## src/system_map_params.svh

```systemverilog
// Contract
// - Boot pin low at 0 aliases main flash at zero; flash also stays at native base.
// - Pins high 0, low 1 alias system memory at zero; also reachable natively.
// - Both pins 1 boot from SRAM; SRAM only at its native base, no alias.
// - Boot pins are sampled at reset to fix the boot mode and alias.
// - Boot pins latched again on standby exit; outside holds them during standby.
// - SRAM takes byte, halfword and word accesses, each correctly sized.
// - Word write to bit-band alias is an atomic read-modify-write using bit 0.
// - Alias address equals alias base plus byte offset times 32 plus bit times 4.
// - Bit-band covers SRAM and peripheral regions for single-bit reads and writes.
// - Bridges turn byte or halfword accesses to APB registers into 32-bit accesses.
// - Bridges connect AHB synchronously to APB buses with differing rates.
// - Interconnect arbitrates four masters onto SRAM, flash, external memory and bridges.
// - Contention between data bus and DMA resolved; AHB peripherals reachable by DMA.
// - Reset vector fetched over instruction bus wired directly to flash instruction port.
// - Decoder treats the full 4GB space as one map.
// - Flash decode gives 512KB main, 2KB system memory and 16-byte option area.
`ifndef SYSTEM_MAP_PARAMS_SVH
`define SYSTEM_MAP_PARAMS_SVH

`define FLASH_BASE 32'h0800_0000
`define FLASH_SIZE 32'h0008_0000
`define SYSMEM_BASE 32'h1fff_f000
`define SYSMEM_SIZE 32'h0000_0800
`define OPTION_BASE 32'h1fff_f800
`define OPTION_SIZE 32'h0000_0010
`define SRAM_BASE 32'h2000_0000
`define SRAM_SIZE 32'h0001_0000
`define SRAM_BB_ALIAS 32'h2200_0000
`define PER_BASE 32'h4000_0000
`define APB2_BASE 32'h4001_0000
`define AHB_PER_BASE 32'h4001_8000
`define PER_BB_ALIAS 32'h4200_0000
`define BB_ALIAS_SIZE 32'h0200_0000
`define PER_LIMIT 32'h6000_0000
`define EMC_BASE 32'h6000_0000
`define PPB_BASE 32'he000_0000

`endif

```

## src/system_map_pkg.sv

```systemverilog
package system_map_pkg;
	typedef enum logic [1:0] {
		BOOT_FLASH = 2'h0,
		BOOT_SYSMEM = 2'h1,
		BOOT_SRAM = 2'h2
	} boot_t;
	typedef enum logic [2:0] {
		SLV_FLASH = 3'h0,
		SLV_SRAM = 3'h1,
		SLV_EMC = 3'h2,
		SLV_APB1 = 3'h3,
		SLV_APB2 = 3'h4,
		SLV_AHB = 3'h5,
		SLV_PPB = 3'h6
	} slave_t;
	typedef enum logic [1:0] {
		SZ_BYTE = 2'h0,
		SZ_HALF = 2'h1,
		SZ_WORD = 2'h2
	} size_t;
	typedef enum logic [1:0] {
		ST_IDLE = 2'h0,
		ST_ACCESS = 2'h1,
		ST_BB_WRITE = 2'h2,
		ST_RESP = 2'h3
	} state_t;
	typedef struct packed {
		logic ok;
		logic bitband;
		logic [2:0] bitnum;
		slave_t slave;
		logic [31:0] addr;
	} route_t;
endpackage

```

## src/system_address_map_boot_remap.sv

```systemverilog
`timescale 1ns/100ps
`default_nettype none
`include "system_map_params.svh"

module system_address_map_boot_remap (
	input wire logic ref_clk,
	input wire logic sys_rst,
	input wire logic boot_select_low,
	input wire logic boot_select_high,
	input wire logic standby_exit,
	output var system_map_pkg::boot_t boot_mode,
	// Masters: 0 core_data_bus, 1 core system bus, 2 dma_master_one, 3 dma_master_two
	input wire logic [3:0] m_req,
	input wire logic [3:0][31:0] m_addr,
	input wire logic [3:0] m_write,
	input wire logic [3:0][1:0] m_size,
	input wire logic [3:0][31:0] m_wdata,
	output logic [3:0] m_done,
	output logic [3:0] m_err,
	output logic [31:0] m_rdata,
	output logic [6:0] s_sel,
	output logic [31:0] s_addr,
	output logic s_write,
	output logic [1:0] s_size,
	output logic [3:0] s_strb,
	output logic [31:0] s_wdata,
	input wire logic [6:0] s_ready,
	input wire logic [6:0] s_err,
	input wire logic [6:0][31:0] s_rdata,
	input wire logic ibus_req,
	input wire logic [31:0] ibus_addr,
	output logic ibus_done,
	output logic ibus_err,
	output logic [31:0] ibus_rdata,
	output logic fi_req,
	output logic [31:0] fi_addr,
	input wire logic fi_ready,
	input wire logic [31:0] fi_rdata
);
	system_map_pkg::state_t state;
	system_map_pkg::route_t next_route, cur_route, ib_route;
	logic grant_valid, cur_write, cur_wbit, sel_ready, sel_err, next_apb, misalign;
	logic [1:0] grant_idx, cur_master, cur_size, cur_lo;
	logic [31:0] sel_rdata, bb_word;
	logic [4:0] bb_pos;
	// ---------------------------------------------
	// Address decoding
	// ---------------------------------------------
	function automatic system_map_pkg::boot_t boot_from_pins(input logic low, input logic high);
		if (!low) begin
			return system_map_pkg::BOOT_FLASH;
		end else if (!high) begin
			return system_map_pkg::BOOT_SYSMEM;
		end
		return system_map_pkg::BOOT_SRAM;
	endfunction
	function automatic system_map_pkg::route_t native_route(input logic [31:0] a);
		system_map_pkg::route_t r;
		r = '0;
		r.addr = a;
		r.ok = 1'b1;
		r.slave = system_map_pkg::SLV_FLASH;
		if ((a >= `FLASH_BASE && a < `FLASH_BASE + `FLASH_SIZE) ||
				(a >= `SYSMEM_BASE && a < `OPTION_BASE + `OPTION_SIZE)) begin
			r.slave = system_map_pkg::SLV_FLASH;
		end else if (a >= `SRAM_BASE && a < `SRAM_BASE + `SRAM_SIZE) begin
			r.slave = system_map_pkg::SLV_SRAM;
		end else if (a >= `PER_BASE && a < `APB2_BASE) begin
			r.slave = system_map_pkg::SLV_APB1;
		end else if (a >= `APB2_BASE && a < `AHB_PER_BASE) begin
			r.slave = system_map_pkg::SLV_APB2;
		end else if (a >= `AHB_PER_BASE && a < `PER_LIMIT) begin
			r.slave = system_map_pkg::SLV_AHB;
		end else if (a >= `EMC_BASE && a < `PPB_BASE) begin
			r.slave = system_map_pkg::SLV_EMC;
		end else if (a >= `PPB_BASE) begin
			r.slave = system_map_pkg::SLV_PPB;
		end else begin
			r.ok = 1'b0;
		end
		return r;
	endfunction
	function automatic system_map_pkg::route_t decode_addr(input logic [31:0] a,
			input system_map_pkg::boot_t bm);
		system_map_pkg::route_t r;
		logic [31:0] na;
		logic bad, bb;
		na = a;
		bad = 1'b0;
		bb = 1'b0;
		if (a < `FLASH_BASE) begin
			case (bm)
				system_map_pkg::BOOT_FLASH: begin
					na = `FLASH_BASE + a;
					bad = (a >= `FLASH_SIZE);
				end
				system_map_pkg::BOOT_SYSMEM: begin
					na = `SYSMEM_BASE + a;
					bad = (a >= `SYSMEM_SIZE);
				end
				default: begin
					bad = 1'b1;
				end
			endcase
		end else if (a >= `SRAM_BB_ALIAS && a < `SRAM_BB_ALIAS + `BB_ALIAS_SIZE) begin
			na = `SRAM_BASE + {12'h000, a[24:5]};
			bb = 1'b1;
		end else if (a >= `PER_BB_ALIAS && a < `PER_BB_ALIAS + `BB_ALIAS_SIZE) begin
			na = `PER_BASE + {12'h000, a[24:5]};
			bb = 1'b1;
		end
		r = native_route(na);
		r.ok = r.ok && !bad;
		r.bitband = bb;
		r.bitnum = a[4:2];
		return r;
	endfunction

	// ---------------------------------------------
	// Lane handling
	// ---------------------------------------------
	function automatic logic [3:0] lane_strb(input logic [1:0] size, input logic [1:0] lo);
		case (size)
			system_map_pkg::SZ_BYTE: return 4'h1 << lo;
			system_map_pkg::SZ_HALF: return lo[1] ? 4'hc : 4'h3;
			default: return 4'hf;
		endcase
	endfunction
	// Narrow writes go out on every lane; APB registers see the copies
	function automatic logic [31:0] replicate(input logic [1:0] size, input logic [31:0] d);
		case (size)
			system_map_pkg::SZ_BYTE: return {4{d[7:0]}};
			system_map_pkg::SZ_HALF: return {2{d[15:0]}};
			default: return d;
		endcase
	endfunction
	function automatic logic [31:0] extract(input logic [1:0] size, input logic [1:0] lo,
			input logic [31:0] w);
		case (size)
			system_map_pkg::SZ_BYTE: return {24'h00_0000, w[{lo, 3'h0} +: 8]};
			system_map_pkg::SZ_HALF: return lo[1] ? {16'h0000, w[31:16]} : {16'h0000, w[15:0]};
			default: return w;
		endcase
	endfunction
	function automatic logic misaligned(input logic [1:0] size, input logic [1:0] lo);
		case (size)
			system_map_pkg::SZ_BYTE: return 1'b0;
			system_map_pkg::SZ_HALF: return lo[0];
			system_map_pkg::SZ_WORD: return lo != 2'h0;
			default: return 1'b1;
		endcase
	endfunction
	always_comb begin
		next_route = decode_addr(m_addr[grant_idx], boot_mode);
		ib_route = decode_addr(ibus_addr, boot_mode);
		next_apb = next_route.slave == system_map_pkg::SLV_APB1 ||
			next_route.slave == system_map_pkg::SLV_APB2;
		misalign = misaligned(m_size[grant_idx], m_addr[grant_idx][1:0]);
		sel_rdata = s_rdata[cur_route.slave];
		sel_ready = s_ready[cur_route.slave];
		sel_err = s_err[cur_route.slave];
		bb_pos = {cur_route.addr[1:0], cur_route.bitnum};
		bb_word = sel_rdata;
		bb_word[bb_pos] = cur_wbit;
	end
	// ---------------------------------------------
	// Boot mode latch
	// ---------------------------------------------
	// Pins are followed while reset or standby_exit is high, frozen otherwise
	always_ff @(posedge ref_clk) begin
		if (sys_rst || standby_exit) begin
			boot_mode <= boot_from_pins(boot_select_low, boot_select_high);
		end
	end
	// ---------------------------------------------
	// Matrix access sequencer
	// ---------------------------------------------
	master_arbiter arb (
		.ref_clk(ref_clk),
		.sys_rst(sys_rst),
		.req(m_req),
		.advance(state == system_map_pkg::ST_RESP),
		.served(cur_master),
		.grant_valid(grant_valid),
		.grant_idx(grant_idx)
	);
	// Sequencer stays busy across both bit-band halves, so nobody slips in
	always_ff @(posedge ref_clk) begin
		if (sys_rst) begin
			state <= system_map_pkg::ST_IDLE;
			s_sel <= 7'h00;
			s_addr <= 32'h0000_0000;
			s_write <= 1'b0;
			s_size <= system_map_pkg::SZ_WORD;
			s_strb <= 4'h0;
			s_wdata <= 32'h0000_0000;
			m_done <= 4'h0;
			m_err <= 4'h0;
			m_rdata <= 32'h0000_0000;
			cur_master <= 2'h0;
			cur_route <= '0;
			cur_size <= 2'h0;
			cur_lo <= 2'h0;
			cur_write <= 1'b0;
			cur_wbit <= 1'b0;
		end else begin
			case (state)
				system_map_pkg::ST_IDLE: begin
					if (grant_valid) begin
						cur_master <= grant_idx;
						cur_route <= next_route;
						cur_size <= m_size[grant_idx];
						cur_lo <= m_addr[grant_idx][1:0];
						cur_write <= m_write[grant_idx];
						cur_wbit <= m_wdata[grant_idx][0];
						if (!next_route.ok || (misalign && !next_route.bitband)) begin
							m_err[grant_idx] <= 1'b1;
							m_done[grant_idx] <= 1'b1;
							state <= system_map_pkg::ST_RESP;
						end else begin
							s_sel <= 7'h01 << next_route.slave;
							s_write <= m_write[grant_idx] && !next_route.bitband;
							if (next_apb) begin
								s_size <= system_map_pkg::SZ_WORD;
								s_addr <= {next_route.addr[31:2], 2'h0};
								s_strb <= 4'hf;
							end else if (next_route.bitband) begin
								s_size <= system_map_pkg::SZ_BYTE;
								s_addr <= next_route.addr;
								s_strb <= lane_strb(system_map_pkg::SZ_BYTE, next_route.addr[1:0]);
							end else begin
								s_size <= m_size[grant_idx];
								s_addr <= next_route.addr;
								s_strb <= lane_strb(m_size[grant_idx], next_route.addr[1:0]);
							end
							s_wdata <= replicate(m_size[grant_idx], m_wdata[grant_idx]);
							state <= system_map_pkg::ST_ACCESS;
						end
					end
				end
				system_map_pkg::ST_ACCESS: begin
					if (sel_ready) begin
						if (sel_err) begin
							s_sel <= 7'h00;
							s_write <= 1'b0;
							m_err[cur_master] <= 1'b1;
							m_done[cur_master] <= 1'b1;
							state <= system_map_pkg::ST_RESP;
						end else if (cur_route.bitband && cur_write) begin
							s_write <= 1'b1;
							s_wdata <= bb_word;
							state <= system_map_pkg::ST_BB_WRITE;
						end else begin
							s_sel <= 7'h00;
							s_write <= 1'b0;
							if (cur_route.bitband) begin
								m_rdata <= {31'h0, sel_rdata[bb_pos]};
							end else begin
								m_rdata <= extract(cur_size, cur_lo, sel_rdata);
							end
							m_done[cur_master] <= 1'b1;
							state <= system_map_pkg::ST_RESP;
						end
					end
				end
				system_map_pkg::ST_BB_WRITE: begin
					if (sel_ready) begin
						s_sel <= 7'h00;
						s_write <= 1'b0;
						m_err[cur_master] <= sel_err;
						m_done[cur_master] <= 1'b1;
						state <= system_map_pkg::ST_RESP;
					end
				end
				system_map_pkg::ST_RESP: begin
					m_done <= 4'h0;
					m_err <= 4'h0;
					state <= system_map_pkg::ST_IDLE;
				end
				default: state <= system_map_pkg::ST_IDLE;
			endcase
		end
	end
	// ---------------------------------------------
	// Instruction path
	// ---------------------------------------------
	// Only flash-backed space is fetchable; SRAM code must run via the matrix
	always_ff @(posedge ref_clk) begin
		if (sys_rst) begin
			fi_req <= 1'b0;
			fi_addr <= 32'h0000_0000;
			ibus_done <= 1'b0;
			ibus_err <= 1'b0;
			ibus_rdata <= 32'h0000_0000;
		end else if (fi_req) begin
			if (fi_ready) begin
				fi_req <= 1'b0;
				ibus_done <= 1'b1;
				ibus_rdata <= fi_rdata;
			end
		end else if (ibus_done) begin
			ibus_done <= 1'b0;
			ibus_err <= 1'b0;
		end else if (ibus_req) begin
			if (ib_route.ok && !ib_route.bitband && ib_route.slave == system_map_pkg::SLV_FLASH) begin
				fi_req <= 1'b1;
				fi_addr <= ib_route.addr;
			end else begin
				ibus_done <= 1'b1;
				ibus_err <= 1'b1;
			end
		end
	end
	// ---------------------------------------------
	// Checks
	// ---------------------------------------------
	a_flash_zero_alias: assert property (@(posedge ref_clk) disable iff (sys_rst)
		(state == system_map_pkg::ST_IDLE && grant_valid && boot_mode == system_map_pkg::BOOT_FLASH
		&& m_addr[grant_idx] < `FLASH_SIZE && !misalign) |=>
		(s_sel == 7'h01 && s_addr == `FLASH_BASE + $past(m_addr[grant_idx])))
		else $error("flash alias not routed to native flash");
	a_sysmem_zero_alias: assert property (@(posedge ref_clk) disable iff (sys_rst)
		(state == system_map_pkg::ST_IDLE && grant_valid && boot_mode == system_map_pkg::BOOT_SYSMEM
		&& m_addr[grant_idx] < `SYSMEM_SIZE && !misalign) |=>
		(s_sel == 7'h01 && s_addr == `SYSMEM_BASE + $past(m_addr[grant_idx])))
		else $error("system memory alias wrong");
	a_sram_no_alias: assert property (@(posedge ref_clk) disable iff (sys_rst)
		(state == system_map_pkg::ST_IDLE && grant_valid && boot_mode == system_map_pkg::BOOT_SRAM
		&& m_addr[grant_idx] < `FLASH_BASE) |=>
		(state == system_map_pkg::ST_RESP && s_sel == 7'h00 && m_err[cur_master]))
		else $error("address zero answered in SRAM boot");
	a_reset_boot_latch: assert property (@(posedge ref_clk) disable iff (sys_rst)
		$fell(sys_rst) |-> boot_mode == boot_from_pins($past(boot_select_low), $past(boot_select_high)))
		else $error("boot mode not taken at reset");
	a_standby_relatch: assert property (@(posedge ref_clk) disable iff (sys_rst)
		standby_exit |=> boot_mode == boot_from_pins($past(boot_select_low), $past(boot_select_high)))
		else $error("boot mode not relatched on standby exit");
	a_sram_byte_lane: assert property (@(posedge ref_clk) disable iff (sys_rst)
		(state == system_map_pkg::ST_ACCESS && s_sel[1] && s_size == system_map_pkg::SZ_BYTE)
		|-> $countones(s_strb) == 1)
		else $error("SRAM byte access drives wrong strobes");
	a_bitband_rmw: assert property (@(posedge ref_clk) disable iff (sys_rst)
		(state == system_map_pkg::ST_ACCESS && cur_route.bitband && cur_write && sel_ready
		&& !sel_err) |=> (state == system_map_pkg::ST_BB_WRITE && s_write && s_sel == $past(s_sel)
		&& s_wdata[bb_pos] == cur_wbit))
		else $error("bit-band write did not modify one bit");
	a_bitband_target: assert property (@(posedge ref_clk) disable iff (sys_rst)
		(state == system_map_pkg::ST_IDLE && grant_valid && next_route.bitband && next_route.ok)
		|=> s_addr[19:2] == $past(m_addr[grant_idx][24:7]) && !s_write)
		else $error("bit-band target address wrong");
	a_apb_widened: assert property (@(posedge ref_clk) disable iff (sys_rst)
		(state == system_map_pkg::ST_ACCESS && (s_sel[3] || s_sel[4])) |->
		(s_size == system_map_pkg::SZ_WORD && s_addr[1:0] == 2'h0 && s_strb == 4'hf))
		else $error("APB access not widened to a word");
	a_unmapped_error: assert property (@(posedge ref_clk) disable iff (sys_rst)
		(state == system_map_pkg::ST_IDLE && grant_valid && !next_route.ok) |=>
		m_done[cur_master] && m_err[cur_master] ##1 (m_done == 4'h0 && state == system_map_pkg::ST_IDLE))
		else $error("unmapped access not errored in one cycle");
	a_ifetch_direct: assert property (@(posedge ref_clk) disable iff (sys_rst)
		(!fi_req && !ibus_done && ibus_req && ib_route.ok && !ib_route.bitband
		&& ib_route.slave == system_map_pkg::SLV_FLASH) |=> (fi_req && fi_addr == $past(ib_route.addr)))
		else $error("instruction fetch not sent to flash port");
endmodule

`default_nettype wire

```

## src/master_arbiter.sv

```systemverilog
`timescale 1ns/100ps
`default_nettype none

module master_arbiter (
	input wire logic ref_clk,
	input wire logic sys_rst,
	input wire logic [3:0] req,
	input wire logic advance,
	input wire logic [1:0] served,
	output logic grant_valid,
	output logic [1:0] grant_idx
);
	logic [1:0] last;
	logic [1:0] cand;

	// Round robin: the master just served drops to lowest priority
	always_ff @(posedge ref_clk) begin
		if (sys_rst) begin
			last <= 2'h3;
		end else if (advance) begin
			last <= served;
		end
	end

	always_comb begin
		grant_valid = 1'b0;
		grant_idx = 2'h0;
		cand = 2'h0;
		for (int i = 4; i >= 1; i--) begin
			cand = last + i[1:0];
			if (req[cand]) begin
				grant_valid = 1'b1;
				grant_idx = cand;
			end
		end
	end
endmodule

`default_nettype wire

```

## config.mk

```make
export PLATFORM = sky130hd
export DESIGN_NAME = system_address_map_boot_remap
export DESIGN_NICKNAME = d
export VERILOG_FILES = /design/src/system_map_pkg.sv /design/src/system_address_map_boot_remap.sv /design/src/master_arbiter.sv
export VERILOG_INCLUDE_DIRS = /design/src
export SDC_FILE = /design/constraint.sdc
export NUM_CORES = 1
export LEC_CHECK = 0
export ABC_CLOCK_PERIOD_IN_PS = 7300
export BUFFER_PORTS_ARGS = -buffer_cell sky130_fd_sc_hd__buf_2
export CAP_MARGIN = 25
export CORE_AREA = 2 2 299 301
export DETAILED_ROUTE_END_ITERATION = 7
export DIE_AREA = 0 0 301 303
export GPL_ROUTABILITY_DRIVEN = 0
export SKIP_CTS_REPAIR_TIMING = 1
export SYNTH_ARGS = -nofsm -noshare
export SYNTH_HDL_FRONTEND = slang
export SYNTH_SLANG_ARGS = --single-unit
```

## constraint.sdc

```tcl
create_clock -name ref_clk -period 7.3 [get_ports ref_clk]
set_clock_uncertainty 0.1 [all_clocks]
set_input_delay 1.46 -clock ref_clk [delete_from_list [all_inputs] [get_ports ref_clk]]
set_output_delay 1.46 -clock ref_clk [all_outputs]
set_load 0.02 [all_outputs]
```

==> results.md <==
- First-pass GRT wire length: 118900 µm
- Worst Setup End Kind: register
- Cell Chain, Critical Path: buf_2 -> a21oi_1 -> o32a_2 -> buf_4 -> mux2i_1 -> mux2i_1 -> nor3_4 -> nand4_2 -> o211ai_1 -> nand2_1 -> or4_1 -> or3_1 -> and4_4 -> a21o_1 -> or3_1 -> a21oi_1
- Outcome: complete, no violations
- Area Overhead vs Synth: 37.66%
- Clock tree buffer depth: 3
- NetSw: 3.715 mW
- Worst Setup Start Kind: primary input
- Crit-path slowest cell: o32a_2
- Num ports: 768
- Yosys Warn Count: 0
- Synth area leader: dfxtp_1
- Pwr/cell area: 338.2 nW/µm²
- Post-route DRC violation count: 0
- FILL cells: 9806
- Skew-Pair Late Insertion Delay: 0.56 ns
- Port-buffer cells: 767
- Number of global-route vias before repair: 17.85k
- H-tree levels: 1
- Clock Sink Count: 208
- Post-DP HPWL: 68280 µm
- Combinational Power Share: 0.595
- Largest net degree at the start of global routing: 90
- Num CTS Buffers: 26
- DR pass1 iterations: 6
- Top cells by area, synth: dfxtp_1 26%, mux2i_1 11%, nand2_1 7.4%, a21oi_1 6.9%, mux4_2 5.4%
- Peak VDD IR: 0.2109 mV
- Critical Path RT: 7.67 ns
- Switching share of power: 0.5012
- Async S/R FF share, synth: 0
- Worst hold path type: register to register
- Util after Layout: 0.2492
- Worst EP arrival: 6.84 ns
- Crit path buffers/inverters: 2
- Layout cells sized above 1: 0.3411
- Drt first-iter violations: 1894
- Die Wd: 301 µm
- Pleak: 9.322 nW
- Total power: 7.412 mW
- Synth top area share: 0.2590
- Final worst-path cycle share: 0.8863
- Initial core utilization: 0.1810
- Reg area: 4193 µm²
- Crit-path leading delay family: simple AND/OR/NAND/NOR gates
- Vias/cell: 4.892
- Total wire length: 85130 µm
- Initial antenna violation count: 7
- Core Area: 87970 µm²
- Clk pwr share: 0.177
- Nets: 3392
- # setup viols final: 0
- Post-synth EDFFs: 2
- Post-Syn Nets: 2720
- Gr usage total: 0.1723
- TNS Setup: 0 ns
- Syn avg cell area: 7.486 µm²
- RSZ-0062 raised after global routing: no
- Internal power: 3.697 mW
- Post-Synthesis Cells: 2127
- Worst slew pin tran: 1.107 ns
- Max Freq: 154.6 MHz
- Post-route ant nets: 0
- Sequential share of power: 0.228
- Post-synthesis cell type count: 82
- Worst-path fanout max: 25
- Slew Limit Headroom: 0.2431
- Fin crit period: 6.470 ns
- Die area: 91200 µm²
- Top_reg_cell synth: dfxtp_1
- Multi-input logic area: 10900 µm²
- Register area share after synthesis: 0.2628
- Grt ovf: 0
- Post-Layout Cell Count: 3986
- Final hold violations: 0
- Vias: 19.50k
- Max-cap violations: 0
- Final Max Slew Viols: 0
- Crit-path max cell delay: 0.68 ns
- CTS tree: yes
- Root buffer cell: clkbuf_16
- Die Height: 303 µm
- FP Rows: 109
- Synth Cell Area: 15920 µm²
- WL per Instance: 21.36 µm
- Dpl cells: 3935
- Critical path class: primary input to register
- Flops & latches, synth: 208
- Worst-path clk slew: 0.06 ns
==> per-stage QoR <==
stage,worst slack (ns),hold slack [ns],area [µm²]
2_1_floorplan,1.369,0.3368,15920
3_3_place_gp,0.4144,0.3367,21040
3_5_place_dp,0.2850,0.3416,21060
4_1_cts,0.8754,0.3491,21900
5_1_grt,0.4146,0.3645,21920
6_report,0.8298,0.3455,21920
==> cell families after synthesis <==
group / share of synthesized area
compound gates: 0.2660
xor+xnor: 0.003850
fa+ha+maj: 0.009429
buf+inv: 0.05697
flops: 0.2628
mux: 0.1659
simple gates: 0.2351
==> metal layers <==
metal,wire length (µm),GRT usage,vias to the layer above
met4,2427,0.04726,6
met3,6811,0.03695,147
met1,35010,0.2197,9176
met2,40830,0.2916,960
met5,44,0.008282,-
li1,-,-,9209
==> worst reg2reg max path: stages (launching register included) <==
cell and delay, ns:
dfxtp_1 0.56, and3b_1 0.22, o32a_2 0.66, buf_4 0.50, mux2i_1 0.24, mux2i_1 0.27
nor3_4 0.38, nand4_2 0.24, o211ai_1 0.32, nand2_1 0.23, or4_1 0.57, or3_1 0.40
and4_4 0.23, a21o_1 0.44, or3_1 0.46, a21oi_1 0.15
==> area by class of cell <==
| cell class | count | area share |
|---|---|---|
| multi-input cells | 1695 | 0.4974 |
| well taps | 1165 | 0.06650 |
| flip-flops and latches | 208 | 0.1913 |
| repair buffers | 839 | 0.2007 |
| diodes | 4 | 0.0004567 |
| clock inverters | 5 | 0.002683 |
| inverters | 29 | 0.004966 |
| clock buffers | 41 | 0.03602 |
==> power groups by stage <==
stage                     Sequential (mW)  Clock (mW)  Combinational [mW]
final                                1.69        1.31                4.41
after global routing                 1.73        1.40                4.77
after CTS                            1.69        1.35                4.43
after detailed placement             1.71           0                4.41
after global placement               1.71           0                4.38
after floorplan                      1.77           0                2.55
==> placed cells by master (no fill, tap or decap), types with 5 or more instances in the layout <==
cell type,netlist,routed
a21o_1,8,8
inv_1,29,29
o211ai_1,68,68
nand4_1,21,21
o31ai_1,8,8
mux2i_1,175,174
or3_1,11,11
buf_2,17,767
o41ai_1,5,5
nor3_1,58,57
ha_1,12,11
o21ai_0,61,57
nand2_1,316,315
or2_2,9,9
a21oi_1,221,221
nor2b_1,22,19
o221a_2,6,5
o22ai_1,10,10
o21a_1,15,15
a2111oi_0,9,9
and2_1,51,51
a311oi_1,17,17
nor4_1,9,9
nor3b_1,13,13
a211oi_1,94,94
mux4_2,38,38
clkbuf_16,0,28
a31oi_1,64,63
a22oi_1,12,12
dfxtp_1,206,203
or4_1,5,5
buf_4,6,69
clkbuf_1,143,9
nor2_1,196,196
nand2b_1,11,11
nand3_1,63,63
==> state kept, by name, indices dropped and copies added, names as in the netlist, 4 cells and up <==
register    cells
bb_pos          5
cur_route       4
fi_addr        32
ibus_rdata     32
m_done          4
m_err           4
m_rdata        32
s_addr         32
s_sel           7
s_strb          4
s_wdata        32
==> worst paths after layout <==
kind / from / to / slack, ns / cells past startpoint
worst min register to register: s_addr[0] / s_addr[0] / 0.35 / 2
worst min-delay path: s_addr[0] / s_addr[0] / 0.35 / 2
worst max-delay path: m_req[0] / s_addr[13] / 0.83 / 16
worst max register to register: arb.last[1] / s_addr[13] / 1.27 / 15
==> cells in the mapped netlist, types with 21 or more instances <==
cell      number
o21ai_0       61
a31oi_1       64
a21oi_1      221
a211oi_1      94
mux4_2        38
o211ai_1      68
inv_1         29
buf_1         26
and2_1        51
nor2b_1       22
nor2_1       196
clkbuf_1     143
mux2i_1      175
nand4_1       21
nand2_1      316
nor3_1        58
dfxtp_1      206
nand3_1       63
Power figures use the tool's default switching activity.
